`src/core/asc_map.vh`:
```
`ifndef ASC_MAP_VH
`define ASC_MAP_VH

// Bus offsets (byte addresses)
`define ASC_OFF_CTRL 8'h00
`define ASC_OFF_DATA 8'h04

// Pointer/command register fields
`define ASC_PTR_LSB 0
`define ASC_CMD_LSB 3
`define ASC_CMD_RST_EXT 3'h2
`define ASC_CMD_CHAN_RST 3'h3
`define ASC_CMD_ERR_RST 3'h6

// Register pointer values
`define ASC_REG_OPT 3'h1
`define ASC_REG_VEC 3'h2
`define ASC_REG_RXP 3'h3
`define ASC_REG_FMT 3'h4
`define ASC_REG_TXP 3'h5

// Receive params fields
`define ASC_RXP_EN 0
`define ASC_RXP_AUTO 5
`define ASC_RXP_BITS 6

// Format params fields
`define ASC_FMT_PAR_EN 0
`define ASC_FMT_PAR_EVEN 1
`define ASC_FMT_STOP 2
`define ASC_FMT_DIV 6

// Transmit params fields
`define ASC_TXP_RTS 1
`define ASC_TXP_EN 3
`define ASC_TXP_BRK 4
`define ASC_TXP_BITS 5
`define ASC_TXP_DTR 7

// Stop bit codes
`define ASC_STOP_1 2'h1
`define ASC_STOP_15 2'h2

// Reset values
`define ASC_RST_REG 8'h00
`define ASC_RST_VEC 8'h00

// Receive buffer depth
`define ASC_RX_DEPTH 2'h3

`endif

```
`src/core/asc_sync.v`:
```
// Two-stage pin synchroniser
module asc_sync #(
    parameter WIDTH = 1,
    parameter [WIDTH-1:0] INIT = {WIDTH{1'b0}}
) (
    input wire i_clk,
    input wire i_rstn,
    input wire [WIDTH-1:0] i_async,
    output reg [WIDTH-1:0] o_sync
);

    reg [WIDTH-1:0] meta_q;

    // First stage feeds only the second
    always @(posedge i_clk or negedge i_rstn) begin
        if (!i_rstn) begin
            meta_q <= INIT;
            o_sync <= INIT;
        end else begin
            meta_q <= i_async;
            o_sync <= meta_q;
        end
    end

endmodule

```
`src/core/asc_channel.v`:
```
// Function
// RULE1: bit clock divided by 1, 16, 32 or 64.
// RULE2: receiver and transmitter share one divide factor.
// RULE3: x1 needs receive clock aligned to data bits.
// RULE4: system clock never sets bit rate.
// RULE5: with auto enables, carrier detect low enables the receiver.
// RULE6: with auto enables, clear-to-send low enables the transmitter.
// RULE7: missing stop bit after parity or last data bit flags framing.
// RULE8: assembly starts at a start bit; start bit not framing-checked.
// RULE9: ones count against odd/even choice flags parity.
// RULE10: three-character buffer; overflow sets overrun, replaces newest.
// RULE11: each receive error sets its own status bit.
// RULE12: request-to-send, terminal-ready outputs set by software.
// RULE13: sync pin is a spare software-readable input.
// RULE14: carrier and clear-to-send status read inverted from pins.
// RULE15: continuous spacing on receive line reports break.
// RULE16: any edge on carrier, clear-to-send or break latches status.
// RULE17: latched status holds until reset-external-status command.
// RULE18: vector register exists only in channel B.
// RULE19: registers loaded as pointer byte then value byte.
// RULE20: status registers 0 to 2; register 2 only in channel B.
// RULE21: software resets, then loads format, receive, transmit params.
// RULE22: software loads vector and options for interrupt mode.
// RULE23: sync character registers have no effect.
// RULE24: 5 to 8 bits per character, receive and transmit separate.
// RULE25: transmitter sends start bit and 1, 1.5 or 2 stop bits.
// RULE26: receiver checks exactly one stop bit.
// RULE27: received byte holds data, then parity and stop, rest filled.
// RULE28: line idles at mark when nothing is sent.
// RULE29: receive error bits hold until error-reset command.
`include "asc_map.vh"

module asc_channel #(
    parameter CHANNEL_B = 1,
    parameter AW = 8
) (
    input wire I_CLK_SYS,
    input wire I_RSTN,
    input wire I_PSEL,
    input wire I_PENABLE,
    input wire I_PWRITE,
    input wire [AW-1:0] I_PADDR,
    input wire [31:0] I_PWDATA,
    output reg [31:0] O_PRDATA,
    output wire O_PREADY,
    output reg O_PSLVERR,
    input wire I_RX_BIT_CLOCK,
    input wire I_TX_BIT_CLOCK,
    input wire I_RXD,
    output reg O_TXD,
    input wire I_DCD_N,
    input wire I_CTS_N,
    input wire I_SYNC_N,
    output wire O_RTS_N,
    output wire O_DTR_N,
    output wire [7:0] O_INT_OPTIONS
);

    localparam S_IDLE = 5'h01;
    localparam S_START = 5'h02;
    localparam S_DATA = 5'h04;
    localparam S_PAR = 5'h08;
    localparam S_STOP = 5'h10;

    // Divide factor from mode code
    function [6:0] div_of;
        input [1:0] code;
        begin
            case (code)
                2'h0: div_of = 7'h01;
                2'h1: div_of = 7'h10;
                2'h2: div_of = 7'h20;
                default: div_of = 7'h40;
            endcase
        end
    endfunction

    // Character length from code
    function [3:0] bits_of;
        input [1:0] code;
        begin
            bits_of = {2'h0, code} + 4'h5;
        end
    endfunction

    // Pin synchronisers; pins idle high
    wire [5:0] pins_s;
    asc_sync #(.WIDTH(6), .INIT(6'h3f)) u_sync (
        .i_clk(I_CLK_SYS),
        .i_rstn(I_RSTN),
        .i_async({I_RX_BIT_CLOCK, I_TX_BIT_CLOCK, I_RXD,
                  I_DCD_N, I_CTS_N, I_SYNC_N}),
        .o_sync(pins_s)
    );
    wire rxc_s = pins_s[5];
    wire txc_s = pins_s[4];
    wire rxd_s = pins_s[3];
    wire dcd_n_s = pins_s[2];
    wire cts_n_s = pins_s[1];
    wire sync_n_s = pins_s[0];

    reg rxc_prev_q;
    reg txc_prev_q;
    // Bit clock rising edges are ticks
    always @(posedge I_CLK_SYS or negedge I_RSTN) begin
        if (!I_RSTN) begin
            rxc_prev_q <= 1'b1;
            txc_prev_q <= 1'b1;
        end else begin
            rxc_prev_q <= rxc_s;
            txc_prev_q <= txc_s;
        end
    end
    wire rx_tick = rxc_s & ~rxc_prev_q; // [RULE4]
    wire tx_tick = txc_s & ~txc_prev_q; // [RULE4]

    // Bus decode
    wire setup = I_PSEL & ~I_PENABLE;
    wire acc = I_PSEL & I_PENABLE;
    wire sel_ctrl = (I_PADDR == `ASC_OFF_CTRL);
    wire sel_data = (I_PADDR == `ASC_OFF_DATA);
    wire [7:0] wd = I_PWDATA[7:0];
    wire wr_ctrl = acc & I_PWRITE & sel_ctrl;
    wire rd_ctrl = acc & ~I_PWRITE & sel_ctrl;
    wire wr_data = acc & I_PWRITE & sel_data;
    wire rd_data = acc & ~I_PWRITE & sel_data;
    assign O_PREADY = 1'b1;

    reg [2:0] ptr_q;
    wire [2:0] cmd = wd[`ASC_CMD_LSB+2:`ASC_CMD_LSB];
    wire cmd_ok = wr_ctrl & (ptr_q == 3'h0);
    wire chan_rst = cmd_ok & (cmd == `ASC_CMD_CHAN_RST);
    wire ext_rst = cmd_ok & (cmd == `ASC_CMD_RST_EXT);
    wire err_rst = cmd_ok & (cmd == `ASC_CMD_ERR_RST);

    reg [7:0] opt_q;
    reg [7:0] vec_q;
    reg [7:0] rxp_q;
    reg [7:0] fmt_q;
    reg [7:0] txp_q;

    // Pointer, then value; pointer clears after use
    always @(posedge I_CLK_SYS or negedge I_RSTN) begin
        if (!I_RSTN) begin
            ptr_q <= 3'h0;
            opt_q <= `ASC_RST_REG;
            vec_q <= `ASC_RST_VEC;
            rxp_q <= `ASC_RST_REG;
            fmt_q <= `ASC_RST_REG;
            txp_q <= `ASC_RST_REG;
        end else if (chan_rst) begin
            ptr_q <= 3'h0;
            opt_q <= `ASC_RST_REG;
            rxp_q <= `ASC_RST_REG;
            fmt_q <= `ASC_RST_REG;
            txp_q <= `ASC_RST_REG;
        end else if (wr_ctrl) begin
            if (ptr_q == 3'h0) begin
                ptr_q <= wd[`ASC_PTR_LSB+2:`ASC_PTR_LSB]; // [RULE19]
            end else begin
                ptr_q <= 3'h0; // [RULE19]
                case (ptr_q)
                    `ASC_REG_OPT: opt_q <= wd;
                    `ASC_REG_VEC: if (CHANNEL_B != 0) vec_q <= wd; // [RULE18]
                    `ASC_REG_RXP: rxp_q <= wd;
                    `ASC_REG_FMT: fmt_q <= wd;
                    `ASC_REG_TXP: txp_q <= wd;
                    default: ; // Sync chars ignored [RULE23]
                endcase
            end
        end else if (rd_ctrl) begin
            ptr_q <= 3'h0;
        end
    end

    assign O_INT_OPTIONS = opt_q;
    // Modem outputs, active low pins
    assign O_RTS_N = ~txp_q[`ASC_TXP_RTS]; // [RULE12]
    assign O_DTR_N = ~txp_q[`ASC_TXP_DTR]; // [RULE12]

    // One factor serves both directions
    wire [6:0] div = // [RULE1] [RULE2]
        div_of(fmt_q[`ASC_FMT_DIV+1:`ASC_FMT_DIV]);
    wire [6:0] half = {1'b0, div[6:1]};
    wire par_en = fmt_q[`ASC_FMT_PAR_EN];
    wire par_even = fmt_q[`ASC_FMT_PAR_EVEN];
    wire auto_en = rxp_q[`ASC_RXP_AUTO];
    wire [3:0] rx_bits = // [RULE24]
        bits_of(rxp_q[`ASC_RXP_BITS+1:`ASC_RXP_BITS]);
    wire [3:0] tx_bits = // [RULE24]
        bits_of(txp_q[`ASC_TXP_BITS+1:`ASC_TXP_BITS]);
    wire rx_on = rxp_q[`ASC_RXP_EN] & (~auto_en | ~dcd_n_s); // [RULE5]
    wire tx_on = txp_q[`ASC_TXP_EN] & (~auto_en | ~cts_n_s); // [RULE6]

    // Receiver
    reg [4:0] rx_st_q;
    reg [6:0] rx_cnt_q;
    reg [3:0] rx_pos_q;
    reg [3:0] rx_idx_q;
    reg [7:0] rx_byte_q;
    reg rx_par_q;
    reg rx_push_q;
    reg rx_pe_q;
    reg rx_fe_q;
    reg brk_q;
    wire rx_mid = rx_tick & (rx_cnt_q == div - 7'h01);

    // Character assembly; one in flight finishes if disabled
    always @(posedge I_CLK_SYS or negedge I_RSTN) begin
        if (!I_RSTN) begin
            rx_st_q <= S_IDLE;
            rx_cnt_q <= 7'h00;
            rx_pos_q <= 4'h0;
            rx_idx_q <= 4'h0;
            rx_byte_q <= 8'h00;
            rx_par_q <= 1'b0;
            rx_push_q <= 1'b0;
            rx_pe_q <= 1'b0;
            rx_fe_q <= 1'b0;
            brk_q <= 1'b0;
        end else if (chan_rst) begin
            rx_st_q <= S_IDLE;
            rx_push_q <= 1'b0;
            brk_q <= 1'b0;
        end else begin
            rx_push_q <= 1'b0;
            if (rx_tick)
                rx_cnt_q <= rx_cnt_q + 7'h01;
            case (rx_st_q)
                S_IDLE: begin
                    rx_cnt_q <= 7'h00;
                    rx_pos_q <= 4'h0;
                    rx_idx_q <= 4'h0;
                    rx_byte_q <= 8'h00;
                    rx_par_q <= 1'b0;
                    // Break ends when line marks
                    if (brk_q) begin
                        if (rx_tick & rxd_s)
                            brk_q <= 1'b0; // [RULE15]
                    end else if (rx_on & rx_tick & ~rxd_s) begin
                        rx_st_q <= div == 7'h01 ? S_DATA : S_START; // [RULE8]
                    end
                end
                S_START: begin
                    // Mid start recheck rejects glitches
                    if (rx_tick & (rx_cnt_q + 7'h01 >= half)) begin
                        rx_cnt_q <= 7'h00;
                        rx_st_q <= rxd_s ? S_IDLE : S_DATA; // [RULE8]
                    end
                end
                S_DATA: begin
                    if (rx_mid) begin
                        rx_cnt_q <= 7'h00;
                        rx_byte_q[rx_pos_q[2:0]] <= rxd_s; // [RULE27]
                        rx_pos_q <= rx_pos_q + 4'h1;
                        rx_idx_q <= rx_idx_q + 4'h1;
                        rx_par_q <= rx_par_q ^ rxd_s;
                        if (rx_idx_q == rx_bits - 4'h1)
                            rx_st_q <= par_en ? S_PAR : S_STOP;
                    end
                end
                S_PAR: begin
                    if (rx_mid) begin
                        rx_cnt_q <= 7'h00;
                        if (rx_pos_q < 4'h8)
                            rx_byte_q[rx_pos_q[2:0]] <= rxd_s; // [RULE27]
                        rx_pos_q <= rx_pos_q + 4'h1;
                        rx_par_q <= rx_par_q ^ rxd_s;
                        rx_st_q <= S_STOP;
                    end
                end
                S_STOP: begin
                    // Only one stop bit is ever checked
                    if (rx_mid) begin
                        if (rx_pos_q < 4'h8)
                            rx_byte_q[rx_pos_q[2:0]] <= rxd_s; // [RULE27]
                        rx_fe_q <= ~rxd_s; // [RULE7] [RULE26]
                        rx_pe_q <= par_en & (rx_par_q ^ ~par_even); // [RULE9]
                        // Null char without stop bit is break
                        brk_q <= ~rxd_s & (rx_byte_q == 8'h00); // [RULE15]
                        rx_push_q <= 1'b1;
                        rx_st_q <= S_IDLE;
                    end
                end
                default: rx_st_q <= S_IDLE;
            endcase
        end
    end

    // Three-deep receive buffer
    reg [7:0] buf_q [0:2];
    reg [1:0] cnt_q;
    reg ovr_q;
    reg pe_q;
    reg fe_q;
    wire pop = rd_data & (cnt_q != 2'h0);
    wire [1:0] cnt_pop = pop ? cnt_q - 2'h1 : cnt_q;
    wire full_push = rx_push_q & (cnt_pop == `ASC_RX_DEPTH);

    always @(posedge I_CLK_SYS or negedge I_RSTN) begin
        if (!I_RSTN) begin
            cnt_q <= 2'h0;
            buf_q[0] <= 8'h00;
            buf_q[1] <= 8'h00;
            buf_q[2] <= 8'h00;
        end else if (chan_rst) begin
            cnt_q <= 2'h0;
        end else begin
            if (pop) begin
                buf_q[0] <= buf_q[1];
                buf_q[1] <= buf_q[2];
            end
            if (full_push) begin
                buf_q[2] <= rx_byte_q; // Newest overwritten [RULE10]
                cnt_q <= cnt_pop;
            end else if (rx_push_q) begin
                buf_q[cnt_pop] <= rx_byte_q;
                cnt_q <= cnt_pop + 2'h1;
            end else begin
                cnt_q <= cnt_pop;
            end
        end
    end

    // Sticky errors; a new error beats a same-cycle error reset
    always @(posedge I_CLK_SYS or negedge I_RSTN) begin
        if (!I_RSTN) begin
            ovr_q <= 1'b0;
            pe_q <= 1'b0;
            fe_q <= 1'b0;
        end else if (chan_rst) begin
            ovr_q <= 1'b0;
            pe_q <= 1'b0;
            fe_q <= 1'b0;
        end else begin
            ovr_q <= (ovr_q & ~err_rst) | full_push; // [RULE10] [RULE29]
            pe_q <= (pe_q & ~err_rst) | (rx_push_q & rx_pe_q); // [RULE11]
            fe_q <= (fe_q & ~err_rst) | (rx_push_q & rx_fe_q); // [RULE11]
        end
    end

    // External status latch
    wire [2:0] ext_live = {brk_q, ~cts_n_s, ~dcd_n_s}; // [RULE14]
    reg [2:0] ext_q;
    reg ext_lat_q;
    always @(posedge I_CLK_SYS or negedge I_RSTN) begin
        if (!I_RSTN) begin
            ext_q <= 3'h0;
            ext_lat_q <= 1'b0;
        end else if (ext_rst | chan_rst) begin
            ext_q <= ext_live; // [RULE17]
            ext_lat_q <= 1'b0;
        end else if (~ext_lat_q & (ext_live != ext_q)) begin
            ext_q <= ext_live; // [RULE16]
            ext_lat_q <= 1'b1; // Frozen until reset [RULE17]
        end
    end

    // Transmitter
    reg [4:0] tx_st_q;
    reg [6:0] tx_cnt_q;
    reg [3:0] tx_idx_q;
    reg [7:0] tx_sh_q;
    reg [7:0] tx_buf_q;
    reg tx_full_q;
    reg tx_par_q;
    wire [1:0] stop_code = fmt_q[`ASC_FMT_STOP+1:`ASC_FMT_STOP];
    // Stop ticks; 1.5 at x1 is one bit
    wire [7:0] stop_lim = (stop_code == `ASC_STOP_1) ? {1'b0, div} :
                          (stop_code == `ASC_STOP_15) ?
                          {1'b0, div} + {1'b0, half} : {div, 1'b0};
    wire tx_end = tx_tick & (tx_cnt_q == div - 7'h01);
    wire tx_load = tx_tick & tx_on & tx_full_q & tx_st_q[0];

    always @(posedge I_CLK_SYS or negedge I_RSTN) begin
        if (!I_RSTN) begin
            tx_st_q <= S_IDLE;
            tx_cnt_q <= 7'h00;
            tx_idx_q <= 4'h0;
            tx_sh_q <= 8'h00;
            tx_par_q <= 1'b0;
            O_TXD <= 1'b1;
        end else if (chan_rst) begin
            tx_st_q <= S_IDLE;
            O_TXD <= 1'b1;
        end else begin
            if (tx_tick)
                tx_cnt_q <= tx_cnt_q + 7'h01;
            case (tx_st_q)
                S_IDLE: begin
                    tx_cnt_q <= 7'h00;
                    tx_idx_q <= 4'h0;
                    O_TXD <= ~txp_q[`ASC_TXP_BRK]; // Mark or break [RULE28]
                    if (tx_load) begin
                        tx_sh_q <= tx_buf_q;
                        tx_par_q <= ~par_even;
                        O_TXD <= 1'b0; // [RULE25]
                        tx_st_q <= S_START;
                    end
                end
                S_START: begin
                    if (tx_end) begin
                        tx_cnt_q <= 7'h00;
                        O_TXD <= tx_sh_q[0];
                        tx_st_q <= S_DATA;
                    end
                end
                S_DATA: begin
                    if (tx_end) begin
                        tx_cnt_q <= 7'h00;
                        tx_par_q <= tx_par_q ^ tx_sh_q[0];
                        tx_sh_q <= {1'b0, tx_sh_q[7:1]};
                        tx_idx_q <= tx_idx_q + 4'h1;
                        if (tx_idx_q == tx_bits - 4'h1) begin
                            O_TXD <= par_en ? tx_par_q ^ tx_sh_q[0] : 1'b1;
                            tx_st_q <= par_en ? S_PAR : S_STOP;
                        end else begin
                            O_TXD <= tx_sh_q[1];
                        end
                    end
                end
                S_PAR: begin
                    if (tx_end) begin
                        tx_cnt_q <= 7'h00;
                        O_TXD <= 1'b1;
                        tx_st_q <= S_STOP;
                    end
                end
                S_STOP: begin
                    if (tx_tick & ({1'b0, tx_cnt_q} == stop_lim - 8'h01)) begin
                        tx_st_q <= S_IDLE; // [RULE25]
                    end
                end
                default: tx_st_q <= S_IDLE;
            endcase
        end
    end

    // Holding buffer; writes when full are lost
    always @(posedge I_CLK_SYS or negedge I_RSTN) begin
        if (!I_RSTN) begin
            tx_buf_q <= 8'h00;
            tx_full_q <= 1'b0;
        end else if (chan_rst) begin
            tx_full_q <= 1'b0;
        end else if (wr_data & ~tx_full_q) begin
            tx_buf_q <= wd;
            tx_full_q <= 1'b1;
        end else if (tx_load) begin
            tx_full_q <= 1'b0;
        end
    end

    // Status views
    wire all_sent = tx_st_q[0] & ~tx_full_q;
    wire [7:0] rr0 = {ext_q[2], 1'b0, ext_q[1], ~sync_n_s, ext_q[0],
                      ~tx_full_q, 1'b0, cnt_q != 2'h0}; // [RULE13] [RULE14]
    wire [7:0] rr1 = {1'b0, fe_q, ovr_q, pe_q, 3'h0, all_sent}; // [RULE11]
    wire [7:0] rr2 = (CHANNEL_B != 0) ? vec_q : 8'h00; // [RULE20]
    reg [7:0] rd_sel;

    always @* begin
        case (ptr_q)
            3'h0: rd_sel = rr0;
            3'h1: rd_sel = rr1;
            3'h2: rd_sel = rr2; // [RULE20]
            default: rd_sel = 8'h00;
        endcase
    end

    // Read data loaded at setup, a flop by access
    always @(posedge I_CLK_SYS or negedge I_RSTN) begin
        if (!I_RSTN) begin
            O_PRDATA <= 32'h0000_0000;
            O_PSLVERR <= 1'b0;
        end else if (setup) begin
            O_PSLVERR <= ~(sel_ctrl | sel_data);
            if (I_PWRITE | ~(sel_ctrl | sel_data))
                O_PRDATA <= 32'h0000_0000;
            else if (sel_ctrl)
                O_PRDATA <= {24'h00_0000, rd_sel};
            else
                O_PRDATA <= {24'h00_0000, buf_q[0]};
        end
    end

endmodule

```
`config.mk`:
```
export PLATFORM = sky130hd
export DESIGN_NAME = asc_channel
export DESIGN_NICKNAME = d
export VERILOG_FILES = /design/src/core/asc_sync.v /design/src/core/asc_channel.v
export VERILOG_INCLUDE_DIRS = /design/src /design/src/core
export SDC_FILE = /design/constraint.sdc
export NUM_CORES = 1
export LEC_CHECK = 0
export BUFFER_PORTS_ARGS = -buffer_cell sky130_fd_sc_hd__buf_2
export CORE_MARGIN = 4
export CORE_UTILIZATION = 54
export CTS_CLUSTER_SIZE = 30
export DETAILED_ROUTE_END_ITERATION = 6
export MAX_ROUTING_LAYER = met4
export PLACE_DENSITY = 0.77
export SYNTH_ARGS = -nofsm -noshare
export SYNTH_HDL_FRONTEND = slang
export SYNTH_SLANG_ARGS = --single-unit
```
`constraint.sdc`:
```
create_clock -name I_CLK_SYS -period 2.5 [get_ports I_CLK_SYS]
set_input_delay 0.375 -clock I_CLK_SYS [delete_from_list [all_inputs] [get_ports I_CLK_SYS]]
set_output_delay 0.375 -clock I_CLK_SYS [all_outputs]
set_load 0.03 [all_outputs]
```
Word-level counts from Yosys, hierarchy flattened. Index checks and enable logic that the tools add are counted.

Bits in registers: 191. Output and inout bits: 45. Bits of input ports: 51. Word-level logic and storage cells: 333.

Add/subtract/negate cells: 14. Bitwise gates (word level): 69. Mux-type cells: 112. $lt $le $gt $ge: 6. Reductions and logical operators: 42. Eq/ne operators: 51.

Operator list (count): 2-to-1 mux 8 bit (27); 2-to-1 mux 5 bit (16); one-hot mux 5 bit (5 select lines) (2); 2-to-1 mux 16 bit (3); one-hot mux 8 bit (3 select lines) (2); one-hot mux 7 bit (3 select lines) (2); inequality test 3 bit, second input constant (13); bitwise AND 1 bit (38); 2-to-1 mux 7 bit (5); 2-to-1 mux 1 bit (26); bitwise mux 24 bit (1); 2-to-1 mux 24 bit (1); 2-to-1 mux 3 bit (8); one-hot mux 4 bit (2 select lines) (3); AND reduction 3 bit (8); nonzero test 2 bit (11); NOT 1 bit (19); demux 8 bit (select 2 bit) (1); logical NOT 8 bit (2); one-hot mux 8 bit (2 select lines) (1); adder 7 x 1 -> 7 bit, second input constant (2); equality test 7 bit (2); one-hot mux 7 bit (2 select lines) (1); adder 4 x 1 -> 4 bit, second input constant (3); 51 further kinds (97).

Depth between registers and ports, before layout. Gate-level depths: netlist (run 1).

Depth after elaboration: 13. Depth in mapped cells: 15. Gate-level depth less buffers: 13.

By module. A second synthesis (run 1) with hierarchy kept.

Cells, all modules: 924. Area total of the unflattened synthesis: 8904.8 µm².

Modules (own cells, without submodules): asc_channel (times used 1, area each 8589.5 µm², cells each 912, sequential area each 3684.8 µm²); asc_sync (times used 1, area each 315.3 µm², cells each 12, sequential area each 315.3 µm²).

Worst setup path before layout (run 1). No wires, ideal clock.

Path kind: input -> register. From: input I_PADDR[5]. To: register buf_q[10] (netlist name). Arrival time: 2.732 ns. Setup slack: -0.360 ns. Stages on the path: 13. Setup time: 0.128 ns. Buffers on the path: 2. Data required time: 2.372 ns. Cell sequence: nor4_1 -> nand4_1 -> xnor2_1 -> inv_1 -> ha_1 -> nor2b_1 -> clkbuf_1 -> nand2_1 -> nand2_1 -> nand2_1 -> buf_2 -> nand2_1 -> o21ai_0.

Longest elaborated chain between the ends: 12. Elaborated cells between the ends (all ways): 21. Classes of those cells: order compare: 2; eq/ne: 2; mux: 8; bitwise: 7; reduce/logical: 2.

Ends and longest elaborated chain: from (decl) (RTL line asc_channel.v:42) `input wire [AW-1:0] I_PADDR,`; equality test 8 x 3 -> 1 bit (no line); bitwise AND 1 bit (RTL line asc_channel.v:126) `wire rd_data = acc & ~I_PWRITE & sel_data;`; bitwise AND 1 bit (RTL line asc_channel.v:296) `wire pop = rd_data & (cnt_q != 2'h0);`; 2-to-1 mux 2 bit (RTL line asc_channel.v:297) `wire [1:0] cnt_pop = pop ? cnt_q - 2'h1 : cnt_q;`; NOT 2 -> 3 bit (not written as such) (RTL line asc_channel.v:317) `buf_q[cnt_pop] <= rx_byte_q;`; >= comparator 3 bit (not written as such) / less-than comparator 3 x 1 -> 1 bit (equally long branches) (RTL line asc_channel.v:317); logical AND 1 bit (not written as such) (RTL line asc_channel.v:317); 2-to-1 mux 8 bit (not written as such) (RTL line asc_channel.v:317); demux 8 bit (select 2 bit) (RTL line asc_channel.v:317); bitwise mux 24 bit (RTL line asc_channel.v:317); 2-to-1 mux 24 bit (RTL line asc_channel.v:316) `end else if (rx_push_q) begin`; 2-to-1 mux 16 bit (RTL line asc_channel.v:313) `if (full_push) begin`; to (signal, indexed assignment) (RTL line asc_channel.v:317); to (decl) (RTL line asc_channel.v:291) `reg [7:0] buf_q [0:2];`.

Several ways; a longest one is shown, not always the timed one. The select of a mux whose other input is x is not followed. A chain may end at the register's enable or synchronous reset.

Worst setup path in the final report (run 1).
From: register fmt_q[6]. To: register tx_cnt_q[4].

Longest elaborated chain between the ends: 7. Elaborated cells between the ends (all ways): 9. Classes of those cells: add/sub: 1; eq/ne: 3; mux: 3; bitwise: 1; reduce/logical: 1.

Ends and longest elaborated chain: from (decl) (RTL line asc_channel.v:139) `reg [7:0] fmt_q;`; from (signal assigned) (RTL line asc_channel.v:149) `` fmt_q <= `ASC_RST_REG; ``; from (signal assigned) (RTL line asc_channel.v:155) `` fmt_q <= `ASC_RST_REG; ``; from (signal assigned) (RTL line asc_channel.v:166) `` `ASC_REG_FMT: fmt_q <= wd; ``; equality test 2 bit (tied with other cells) (RTL line asc_channel.v:69) `case (code)`; one-hot mux 7 bit (3 select lines) (*) (RTL line asc_channel.v:69); subtractor 7 x 1 -> 7 bit (*) (RTL line asc_channel.v:372) `wire tx_end = tx_tick & (tx_cnt_q == div - 7'h01);`; equality test 7 bit (*) (RTL line asc_channel.v:372); bitwise AND 1 bit (*) (RTL line asc_channel.v:372); 2-to-1 mux 7 bit (*) (RTL line asc_channel.v:402, asc_channel.v:409, asc_channel.v:423); one-hot mux 7 bit (2 select lines) (*) (RTL line asc_channel.v:389) `case (tx_st_q)`; to (signal assigned) (RTL line asc_channel.v:388) `tx_cnt_q <= tx_cnt_q + 7'h01;`; to (decl) (RTL line asc_channel.v:361) `reg [6:0] tx_cnt_q;`.

Mark *: on every way between the ends. The rest lies on a longest branch, timed or not.

==> metrics, run 1 <==
share of the cycle needed by the critical path after routing=99.1%; fraction of the yosys area taken by sequential cells=45.3%; Sequential Area=4010 µm²; Routability Congestion=0.909; clock-pin slew of the registers on the worst-case setup and hold paths=60 ps; flop and latch count out of synthesis=159; commonest register cell after synthesis=sky130_fd_sc_hd__dfrtp_1; Max Cap Viol=0; number of cells produced by synthesis=938; number of hold violations in the final report=0; Starting Density=55.4%; global router's overall resource usage=24.6%; TritonCTS clock tree=yes; number of diodes added for antenna fixing=0; class of the most critical setup path=reg2reg; critical path data arrival time=2800 ps; Largest stage delay, worst path=430 ps; setup violation total in the final timing report=0; pin slew with the least headroom to its limit=743 ps; Max stage delay cell, worst path=sky130_fd_sc_hd__dfrtp_2; number of flops mapped to enable cells by yosys=0; instance area at placement=9690 µm²; power per unit of standard cell area=602 nW/µm²; area overhead of the layout relative to synthesis=19.7%; number of nets at the end of the flow=1107; Multi-input gate area=4670 µm²; share of synthesized registers carrying an async set or reset=100%; total count of max-transition violations in the final report=0; RSZ-0062 raised after global routing=true; global-route wire length before repair=35200 µm; number of buffers between clock root and the deepest sink=2; number of unique standard cell types used by synthesis=76; worst hold path type=in2reg; global routing met1 resource utilization=31.9%; count of TritonRoute iterations in the first routing pass=5; starting DRC count in detailed routing=655; Congestion Overflow GR=0; most heavily used metal layer in global routing=met2; Filler Cells Inserted=1240; number of global-route vias before repair=7088; worst slew slack as a fraction of its limit=50.1%; Crit path required time=2820 ps; Cell Area, Synth=8840 µm²; layout cell share with drive strength beyond 1=25.7%; average cell area after synthesis=9.42 µm²; largest net degree at the start of global routing=59; num rows=46; met2 Use GR=39.3%; TritonCTS Buffers=17; total die area=18500 µm²; final standard cell utilization of the core=66.4%; final instance area=10600 µm²; Cell Chain, Critical Path=inv_2, ha_4, buf_4, xor3_1, nand2_2, or3_4, o21ai_4, buf_6, o21ai_0, a22o_1; height of the die=136 µm; count of pins on the block boundary=96; residual DRC count=0; htree depth=4; YS warnings=0; initial antenna violation count=0; post-placement setup slack=-129 ps; detailed-route vias per instance=5.85; startpoint types=register; run status=finished clean; clock latency on the worst-skew pair=430 ps; cell at the root of the clock tree=sky130_fd_sc_hd__clkbuf_16; Highest Clock Rate=404 MHz; worst-case setup margin in the final layout=22.1 ps; maximum VDD drop=0.000567 V; die span in x=136 µm; CP Capture Type=register; minimum period implied by the final worst setup slack=2480 ps; CORE AREA=15900 µm²; highest net fanout along the worst path=6; Finished Layout Cells=1263; total placed cells including tap cells=1224; Pleak=4.97 nW; total number of clock tree sinks=159; average wire per cell in the routed design=17.4 µm; met3 usage in global routing=4.89%; wire length after detailed routing=21900 µm; largest clock skew in the final design=6.74 ps; post-detailed-placement half-perimeter wirelength=15200 µm; via count of the routed design=7387; count of input and output buffers=46; remaining antenna violation count after routing=0
-- registers in the layout, indices dropped and copies added, names as in the netlist, 7 cells and up --
signal and cells:
buf_q 24, O_INT_OPTIONS 8, O_PRDATA 8, rr2 8
rx_byte_q 8, tx_buf_q 8, tx_sh_q 8, rx_cnt_q 7
tx_cnt_q 7
-- stage by stage --
stage               setup TNS (ps)  power [mW]  hold WS (ps)
finish                           0        6.37          35.5
global route                  -465        6.63          19.7
CTS                              0        6.34          25.0
detailed placement           -1190        3.68           347
global placement              -119        3.66           346
floorplan                        0        3.41          79.4
-- synth_stat cells (7+ instances only) --
| cell | number | share of area [%] |
|---|---|---|
| sky130_fd_sc_hd__dfrtp_1 | 142 | 40 |
| sky130_fd_sc_hd__nand2_1 | 114 | 4.8 |
| sky130_fd_sc_hd__o21ai_0 | 101 | 5.7 |
| sky130_fd_sc_hd__nor2_1 | 59 | 2.5 |
| sky130_fd_sc_hd__a21oi_1 | 40 | 2.3 |
| sky130_fd_sc_hd__clkbuf_1 | 34 | 1.4 |
| sky130_fd_sc_hd__mux2_2 | 31 | 3.9 |
| sky130_fd_sc_hd__nor3_1 | 30 | 1.7 |
| sky130_fd_sc_hd__inv_1 | 28 | 1.2 |
| sky130_fd_sc_hd__nand3_1 | 28 | 1.6 |
| sky130_fd_sc_hd__buf_4 | 25 | 2.1 |
| sky130_fd_sc_hd__mux2i_1 | 25 | 2.8 |
| sky130_fd_sc_hd__ha_1 | 22 | 3.1 |
| sky130_fd_sc_hd__dfstp_2 | 17 | 5.1 |
| sky130_fd_sc_hd__xnor2_1 | 17 | 1.7 |
| sky130_fd_sc_hd__nor2b_1 | 14 | 0.99 |
| sky130_fd_sc_hd__xor2_1 | 14 | 1.4 |
| sky130_fd_sc_hd__a22o_1 | 11 | 1.1 |
| sky130_fd_sc_hd__and3_1 | 11 | 0.78 |
| sky130_fd_sc_hd__nand2b_1 | 11 | 0.78 |
| sky130_fd_sc_hd__a31oi_1 | 10 | 0.71 |
| sky130_fd_sc_hd__nand4_1 | 9 | 0.64 |
| sky130_fd_sc_hd__nor4_1 | 8 | 0.57 |
| sky130_fd_sc_hd__o22ai_1 | 8 | 0.57 |
| sky130_fd_sc_hd__a22oi_1 | 7 | 0.59 |
| sky130_fd_sc_hd__buf_2 | 7 | 0.40 |
| sky130_fd_sc_hd__o211ai_1 | 7 | 0.59 |
-- power breakdown --
group	switching (mW)	internal, mW
logic	0.550	0.349
clock network	1.06	1.60
registers	0.117	2.70
total	1.73	4.65
-- worst max-delay path, delay by kind of cell, from the launching register on --
kind,cells,cell delay (ps)
xor+xnor,1,400
fa+ha+maj,1,180
flops,1,430
buf+inv,3,390
compound gates,3,470
simple gates,2,510
-- kinds of logic after synthesis --
logic type,after synthesis,share of synthesized area (%)
AO/OA/AOI/OAI,230,16.0
multiplexers,57,6.95
other,2,0.0850
AND/OR/NAND/NOR,336,19.4
buffers and inverters,100,5.83
XOR/XNOR,32,3.34
adder cells (fa/ha/maj),22,3.11
flip-flops,159,45.3
-- layer usage --
layer  part of all wire (%)  up-vias
li1                       -     3493
met1                     43     3570
met2                     49      268
met3                    6.1       56
met4                    2.6        0
met5                      0        -
-- cell usage in the layout (no fill, tap or decap), types with 5 or more instances in the layout --
cell / n
sky130_fd_sc_hd__nand4_1: 9
sky130_fd_sc_hd__and3_1: 11
sky130_fd_sc_hd__inv_1: 24
sky130_fd_sc_hd__o22ai_1: 7
sky130_fd_sc_hd__a22o_1: 11
sky130_fd_sc_hd__xnor2_1: 14
sky130_fd_sc_hd__nor2_1: 58
sky130_fd_sc_hd__a22oi_1: 7
sky130_fd_sc_hd__a21oi_1: 40
sky130_fd_sc_hd__nor3b_1: 5
sky130_fd_sc_hd__nor3_1: 26
sky130_fd_sc_hd__nand2_1: 111
sky130_fd_sc_hd__buf_2: 46
sky130_fd_sc_hd__nand3b_1: 5
sky130_fd_sc_hd__nand3_1: 28
sky130_fd_sc_hd__ha_1: 15
sky130_fd_sc_hd__clkbuf_16: 17
sky130_fd_sc_hd__conb_1: 25
sky130_fd_sc_hd__o21ai_0: 94
sky130_fd_sc_hd__nor2b_1: 14
sky130_fd_sc_hd__nor4_1: 5
sky130_fd_sc_hd__o21ai_1: 8
sky130_fd_sc_hd__buf_6: 6
sky130_fd_sc_hd__a31oi_1: 10
sky130_fd_sc_hd__or2_2: 5
sky130_fd_sc_hd__mux2i_1: 25
sky130_fd_sc_hd__mux2_2: 31
sky130_fd_sc_hd__buf_4: 67
sky130_fd_sc_hd__and2_1: 5
sky130_fd_sc_hd__dfrtp_1: 138
sky130_fd_sc_hd__xor2_1: 13
sky130_fd_sc_hd__buf_12: 6
sky130_fd_sc_hd__dfstp_2: 17
sky130_fd_sc_hd__nor3_2: 8
sky130_fd_sc_hd__o211ai_1: 7
sky130_fd_sc_hd__nand2b_1: 11
-- timing repair --
action / 4_1_cts / 5_1_grt
pin swaps: 0 / 18
endpoints found under the hold margin: 38 / 0
setup endpoints to repair: 12 / 66
hold buffers: 1 / 0
setup buffers: 0 / 5
resized for setup: 6 / 51
cloned: 0 / 1
-- area by class of cell --
class / count / share of cell area [%]
sequential: 159 / 37.9
clock inverter: 10 / 1.31
timing repair buffer: 126 / 8.80
multi-input combinational: 702 / 44.2
clock buffer: 22 / 4.29
tap: 216 / 2.55
inverter: 28 / 1.02
-- path summary, 6_finish.rpt --
check                                 startpoint                to  slack, ps  depth (start not counted)
worst max-delay path                    fmt_q[6]       tx_cnt_q[4]         20                         10
worst min-delay path              I_TX_BIT_CLOCK  u_sync.meta_q[4]         40                          1
worst max register to register          fmt_q[6]       tx_cnt_q[4]         20                         10
worst min register to register  u_sync.meta_q[3]  u_sync.o_sync[3]        350                          0
max in group asynchronous                 I_RSTN        tx_st_q[0]       1250                          3
min in group asynchronous                 I_RSTN       tx_cnt_q[2]        450                          2
No activity file was read; power rests on OpenSTA's default activity.
==> inputs of run 2 (changes only) <==
--- a/config.mk
+++ b/config.mk
@@ -6,13 +6,14 @@
 export SDC_FILE = /design/constraint.sdc
 export NUM_CORES = 1
 export LEC_CHECK = 0
+export ABC_AREA = 1
 export BUFFER_PORTS_ARGS = -buffer_cell sky130_fd_sc_hd__buf_2
 export CORE_MARGIN = 4
-export CORE_UTILIZATION = 54
+export CORE_UTILIZATION = 50
 export CTS_CLUSTER_SIZE = 30
 export DETAILED_ROUTE_END_ITERATION = 6
 export MAX_ROUTING_LAYER = met4
-export PLACE_DENSITY = 0.77
+export PLACE_DENSITY = 0.72
 export SYNTH_ARGS = -nofsm -noshare
 export SYNTH_HDL_FRONTEND = slang
 export SYNTH_SLANG_ARGS = --single-unit
==> metrics, run 2 <==
fraction of the yosys area taken by sequential cells=44.2%; starting DRC count in detailed routing=580; class of the most critical setup path=reg2reg; average wire per cell in the routed design=14.2 µm; critical path data arrival time=2620 ps; clock-pin slew of the registers on the worst-case setup and hold paths=70 ps; worst hold path type=in2reg; remaining antenna violation count after routing=0; Combinational Power Share=28.9%; Cells on Worst Hold Path=1; top cells by area, synth=sky130_fd_sc_hd__dfrtp_1 39%, sky130_fd_sc_hd__nand2_1 14%, sky130_fd_sc_hd__inv_1 5.1%; detailed-route vias per instance=5.17; post-placement setup slack=-42.7 ps; Filler Cells Inserted=1603; via count of the routed design=7589; internal power=5.11 mW; CORE AREA=17500 µm²; largest net degree at the start of global routing=52; number of unique standard cell types used by synthesis=55; met3 usage in global routing=4.00%; Pleak=5.18 nW; run status=finished clean; library cell with the highest instance count after synthesis=sky130_fd_sc_hd__nand2_1; die span in x=143 µm; layout cell share with drive strength beyond 1=17.6%; Max Cap Viol=0; most common cell after layout, fill and taps aside=sky130_fd_sc_hd__nand2_1; met2 Use GR=34.5%; Commonest cells post-synth=329 x sky130_fd_sc_hd__nand2_1, 142 x sky130_fd_sc_hd__dfrtp_1, 123 x sky130_fd_sc_hd__inv_1; Congestion Overflow GR=0; number of hold violations in the final report=0; portion of total power attributed to the clock network=33.1%; Cell Area, Synth=9050 µm²; minimum period implied by the final worst setup slack=2300 ps; global routing met1 resource utilization=29.7%; TritonCTS clock tree=yes; share of the cycle needed by the critical path after routing=92.1%; post-synth top area share=39.3%; initial antenna violation count=1; average cell area after synthesis=7.85 µm²; total placed cells including tap cells=1430; maximum VDD drop=0.000514 V; clock latency on the worst-skew pair=440 ps; YS warnings=0; Worst R2R Start=fmt_q[7]; Critical path destination=tx_st_q[2]; Finished Layout Cells=1468; post-detailed-placement half-perimeter wirelength=15000 µm; count of pins on the block boundary=96; highest net fanout along the worst path=6; R2R setup slack=200 ps; share of synthesized registers carrying an async set or reset=100%; Final Power=8.00 mW; global-route wire length before repair=35300 µm; number of cells produced by synthesis=1152; FF-to-FF path depth=16; FF-to-FF End=tx_st_q[2]; Starting Density=51.6%; TritonCTS Buffers=17; Yosys top cell by area=sky130_fd_sc_hd__dfrtp_1; height of the die=143 µm; num rows=48; cell at the root of the clock tree=sky130_fd_sc_hd__clkbuf_16; residual DRC count=0; area overhead of the layout relative to synthesis=14.5%; register bank with the most flops=buf_q; setup total negative slack=0 ps; switching power=2.89 mW; total number of clock tree sinks=159; worst-case setup margin in the final layout=196 ps; commonest cells after routing, fill and taps aside=328 x sky130_fd_sc_hd__nand2_1, 141 x sky130_fd_sc_hd__dfrtp_1, 121 x sky130_fd_sc_hd__inv_1, 76 x sky130_fd_sc_hd__nand3_1, 75 x sky130_fd_sc_hd__o21ai_0; Crit path required time=2820 ps; largest clock skew in the final design=13.8 ps; start point of the critical path=fmt_q[7]; number of flops mapped to enable cells by yosys=0; count of input and output buffers=46; total die area=20300 µm²; most heavily used metal layer in global routing=met2; pin slew with the least headroom to its limit=801 ps; startpoint types=register; wire length after detailed routing=20800 µm; global router's overall resource usage=22.1%; commonest register cell after synthesis=sky130_fd_sc_hd__dfrtp_1; worst slew slack as a fraction of its limit=46.3%; number of buffers between clock root and the deepest sink=2; final standard cell utilization of the core=59.1%; setup violation total in the final timing report=0; flop and latch count out of synthesis=159; Routability Congestion=0.903; power per unit of standard cell area=772 nW/µm²; CP Capture Type=register; number of global-route vias before repair=7144; total count of max-transition violations in the final report=0; number of nets at the end of the flow=1302; sequential fraction of design power=38.0%; count of TritonRoute iterations in the first routing pass=5; switching share of power=36.2%; Highest Clock Rate=434 MHz; Largest register FFs=24; htree depth=4
run 2: through the flow:
stage | instance area, µm² | hold slack, ps
floorplan | 9150 | 79.4
global placement | 9660 | 337
detailed placement | 9660 | 339
CTS | 10300 | 14.0
global route | 10400 | 14.8
finish | 10400 | 33.4
run 2: area by class of cell:
type | instances | area, µm² | share of cell area, %
Antenna cell | 1 | 2.50 | 0.0242
Clock buffer | 17 | 425 | 4.11
Clock inverter | 15 | 176 | 1.70
Inverter | 141 | 537 | 5.18
Multi-Input combinational cell | 823 | 4300 | 41.5
Sequential cell | 159 | 4000 | 38.6
Tap cell | 225 | 282 | 2.72
Timing Repair Buffer | 87 | 638 | 6.16
run 2: critical path: stages (launching register included):
cell	delay, ps
sky130_fd_sc_hd__dfrtp_1	440
sky130_fd_sc_hd__buf_4	170
sky130_fd_sc_hd__ha_1	190
sky130_fd_sc_hd__ha_1	300
sky130_fd_sc_hd__inv_1	40
sky130_fd_sc_hd__nand3_1	50
sky130_fd_sc_hd__nand2_1	70
sky130_fd_sc_hd__nor2_1	180
sky130_fd_sc_hd__nand3_1	110
sky130_fd_sc_hd__inv_1	60
sky130_fd_sc_hd__nand2_1	40
sky130_fd_sc_hd__nand2_1	50
sky130_fd_sc_hd__nand2_1	80
sky130_fd_sc_hd__o21ai_4	230
sky130_fd_sc_hd__nand2_1	80
sky130_fd_sc_hd__nand2_1	60
sky130_fd_sc_hd__nand2_1	40
run 2: how the worst min path moves through the flow:
stage | start | to | slack (ps)
finish | I_TX_BIT_CLOCK | u_sync.meta_q[4] | 30
global route | I_SYNC_N | u_sync.meta_q[0] | 10
CTS | I_TX_BIT_CLOCK | u_sync.meta_q[4] | 10
detailed placement | I_RSTN | buf_q[9] | 340
global placement | I_RSTN | buf_q[1] | 340
floorplan | I_RSTN | O_INT_OPTIONS[0] | 80
run 2: cells by family after synthesis:
family	synth area share [%]
multiplexers	0.221
flip-flops	44.2
adder cells (fa/ha/maj)	3.04
other	0.0830
buffers and inverters	9.89
AO/OA/AOI/OAI	12.3
XOR/XNOR	1.84
AND/OR/NAND/NOR	28.4
run 2: metal layers:
| metal | vias up | routed length [µm] |
|---|---|---|
| met5 | - | 0 |
| met4 | 0 | 356 |
| met3 | 33 | 1100 |
| met2 | 182 | 9960 |
| met1 | 3523 | 9380 |
| li1 | 3851 | - |
run 2: repair_timing:
action | CTS | global route
hold endpoints to repair | 41 | 0
hold buffers | 1 | 0
buffers inserted | 0 | 3
gates resized for setup | 0 | 13
endpoints found under the setup margin | 0 | 48
run 2: power groups by stage:
stage | registers [mW] | clock network, mW | logic, mW
after floorplan | 3.04 | 0 | 1.78
after global placement | 3.08 | 0 | 2.20
after detailed placement | 3.09 | 0 | 2.24
after CTS | 3.04 | 2.71 | 2.26
after global routing | 3.07 | 2.83 | 2.62
final | 3.04 | 2.65 | 2.31
==> inputs of run 3 (changes only) <==
--- a/config.mk
+++ b/config.mk
@@ -13,7 +13,7 @@
 export CTS_CLUSTER_SIZE = 30
 export DETAILED_ROUTE_END_ITERATION = 6
 export MAX_ROUTING_LAYER = met4
-export PLACE_DENSITY = 0.72
+export PLACE_DENSITY = 0.7
 export SYNTH_ARGS = -nofsm -noshare
 export SYNTH_HDL_FRONTEND = slang
 export SYNTH_SLANG_ARGS = --single-unit
==> constraint.sdc (replaced) <==
create_clock -name I_CLK_SYS -period 2.4 [get_ports I_CLK_SYS]
set_input_delay 0.36 -clock I_CLK_SYS [delete_from_list [all_inputs] [get_ports I_CLK_SYS]]
set_output_delay 0.36 -clock I_CLK_SYS [all_outputs]
set_load 0.03 [all_outputs]
==> metrics, run 3 (synthesis gave the netlist of run 2 again) <==
num rows=48; via count of the routed design=7768; Filler Cells Inserted=1612; origin of the worst min-delay path=I_RX_BIT_CLOCK; area overhead of the layout relative to synthesis=16.1%; maximum VDD drop=0.000794 V; TritonCTS Buffers=17; commonest cells after routing, fill and taps aside=323 x sky130_fd_sc_hd__nand2_1, 137 x sky130_fd_sc_hd__dfrtp_1, 119 x sky130_fd_sc_hd__inv_1, 75 x sky130_fd_sc_hd__o21ai_0, 73 x sky130_fd_sc_hd__nand3_1; clock latency on the worst-skew pair=440 ps; pin slew with the least headroom to its limit=801 ps; count of pins on the block boundary=96; RSZ-0062 raised after global routing=true; setup total negative slack=0 ps; height of the die=143 µm; highest net fanout along the worst path=6; largest net degree at the start of global routing=70; FF-to-FF End=tx_st_q[2]; Pleak=5.23 nW; Hold Slack=19.1 ps; number of nets at the end of the flow=1305; total die area=20300 µm²; global router's overall resource usage=22.8%; number of hold violations in the final report=0; Worst R2R Start=fmt_q[7]; Congestion Overflow GR=0; Crit path required time=2720 ps; power per unit of standard cell area=823 nW/µm²; worst slew slack as a fraction of its limit=46.2%; Final Power=8.65 mW; number of buffers between clock root and the deepest sink=2; worst-case setup margin in the final layout=109 ps; global-route wire length before repair=36200 µm; start point of the critical path=fmt_q[7]; endpoint of the worst hold-timing path=u_sync.meta_q[5]; worst hold path type=in2reg; count of TritonRoute iterations in the first routing pass=5; layout cell share with drive strength beyond 1=19.4%; total number of clock tree sinks=159; number of diodes added for antenna fixing=0; clock-pin slew of the registers on the worst-case setup and hold paths=70 ps; R2R setup slack=110 ps; run status=finished clean; number of global-route vias before repair=7214; startpoint types=register; largest clock skew in the final design=9.58 ps; Cells on Worst Hold Path=1; setup violation total in the final timing report=0; share of the cycle needed by the critical path after routing=95.5%; starting DRC count in detailed routing=614; FF-to-FF path depth=17; CP Capture Type=register; Starting Density=51.6%; total count of max-transition violations in the final report=0; detailed-route vias per instance=5.28; cell at the root of the clock tree=sky130_fd_sc_hd__clkbuf_16; count of input and output buffers=46; CORE AREA=17500 µm²; Highest Clock Rate=436 MHz; critical path data arrival time=2610 ps; remaining antenna violation count after routing=0; post-detailed-placement half-perimeter wirelength=15700 µm; Max Cap Viol=0; htree depth=4; residual DRC count=0; most common cell after layout, fill and taps aside=sky130_fd_sc_hd__nand2_1; die span in x=143 µm; instance area at placement=9720 µm²; minimum period implied by the final worst setup slack=2290 ps; TritonCTS clock tree=yes; register bank with the most flops=buf_q; Largest register FFs=24; wire length after detailed routing=22000 µm; final instance area=10500 µm²; post-placement setup slack=-173 ps; Routability Congestion=0.927; initial antenna violation count=0; average wire per cell in the routed design=15.0 µm; class of the most critical setup path=reg2reg
## run 3: changes by cell type in the layout (fill, tap and decap cells not counted), moves of 4 or more
cell / previous run / this run
sky130_fd_sc_hd__nor2_1: 67 / 63
sky130_fd_sc_hd__dfrtp_2: 1 / 5
sky130_fd_sc_hd__inv_8: 1 / 5
sky130_fd_sc_hd__dfrtp_1: 141 / 137
sky130_fd_sc_hd__nand2_1: 328 / 323
sky130_fd_sc_hd__nor2_2: 6 / 11
## run 3: area by class of cell
class / instances / area, µm² / share of cell area (%)
clock buffers: 17 / 425 / 4.05
clock inverters: 15 / 201 / 1.92
inverters: 141 / 539 / 5.13
multi-input cells: 824 / 4390 / 41.8
flip-flops and latches: 159 / 4010 / 38.1
well taps: 225 / 282 / 2.68
repair buffers: 89 / 664 / 6.32
## run 3: stage by stage
stage               std cells  util [%]
floorplan                1175         -
global placement         1433      55.4
detailed placement       1433      55.4
CTS                      1466      59.1
global route             1470      59.9
finish                   1470      59.9
## run 3: worst max-delay path by stage
stage,to,slack (ps),cells after the start
after global routing,tx_st_q[2],-90,17
final,tx_st_q[2],110,17
after global placement,buf_q[9],-90,13
after CTS,tx_st_q[2],20,16
after floorplan,buf_q[14],30,16
after detailed placement,buf_q[15],-170,13
## run 3: worst max-delay path, cell delays in order (launching register included)
cell                      delay [ps]
sky130_fd_sc_hd__dfrtp_2         450
sky130_fd_sc_hd__inv_2            80
sky130_fd_sc_hd__ha_1            160
sky130_fd_sc_hd__nand3_1         150
sky130_fd_sc_hd__ha_4            320
sky130_fd_sc_hd__inv_1            30
sky130_fd_sc_hd__nand2_1          50
sky130_fd_sc_hd__nand2_1          50
sky130_fd_sc_hd__nor2_1           90
sky130_fd_sc_hd__nand2_1          60
sky130_fd_sc_hd__inv_1            50
sky130_fd_sc_hd__nand2_1          50
sky130_fd_sc_hd__nor2_2          110
sky130_fd_sc_hd__nand3_2         120
sky130_fd_sc_hd__o21ai_4         230
sky130_fd_sc_hd__nand2_1          80
sky130_fd_sc_hd__nand2_1          60
sky130_fd_sc_hd__nand2_1          40
## run 3: repair_timing
action	CTS	global route
resized for setup	1	29
cloned	0	2
setup buffers	0	1
pin swaps	0	6
endpoints found under the setup margin	1	65
endpoints found under the hold margin	33	1
hold buffers	1	1
## run 3: report_power, final
part / internal [mW] / total (mW) / switching (mW)
Combinational: 0.855 / 2.54 / 1.68
Sequential: 2.94 / 3.19 / 0.249
Clock: 1.68 / 2.91 / 1.23
## run 3: layer usage
| layer | GRT usage (%) | wire length (µm) | share of wire [%] | vias to the layer above |
|---|---|---|---|---|
| met5 | - | 0 | 0 | - |
| met4 | 5.85 | 285 | 1.3 | 0 |
| met3 | 3.63 | 1110 | 5.0 | 29 |
| met2 | 36.2 | 10600 | 48 | 201 |
| met1 | 30.7 | 9980 | 45 | 3672 |
| li1 | - | - | - | 3866 |
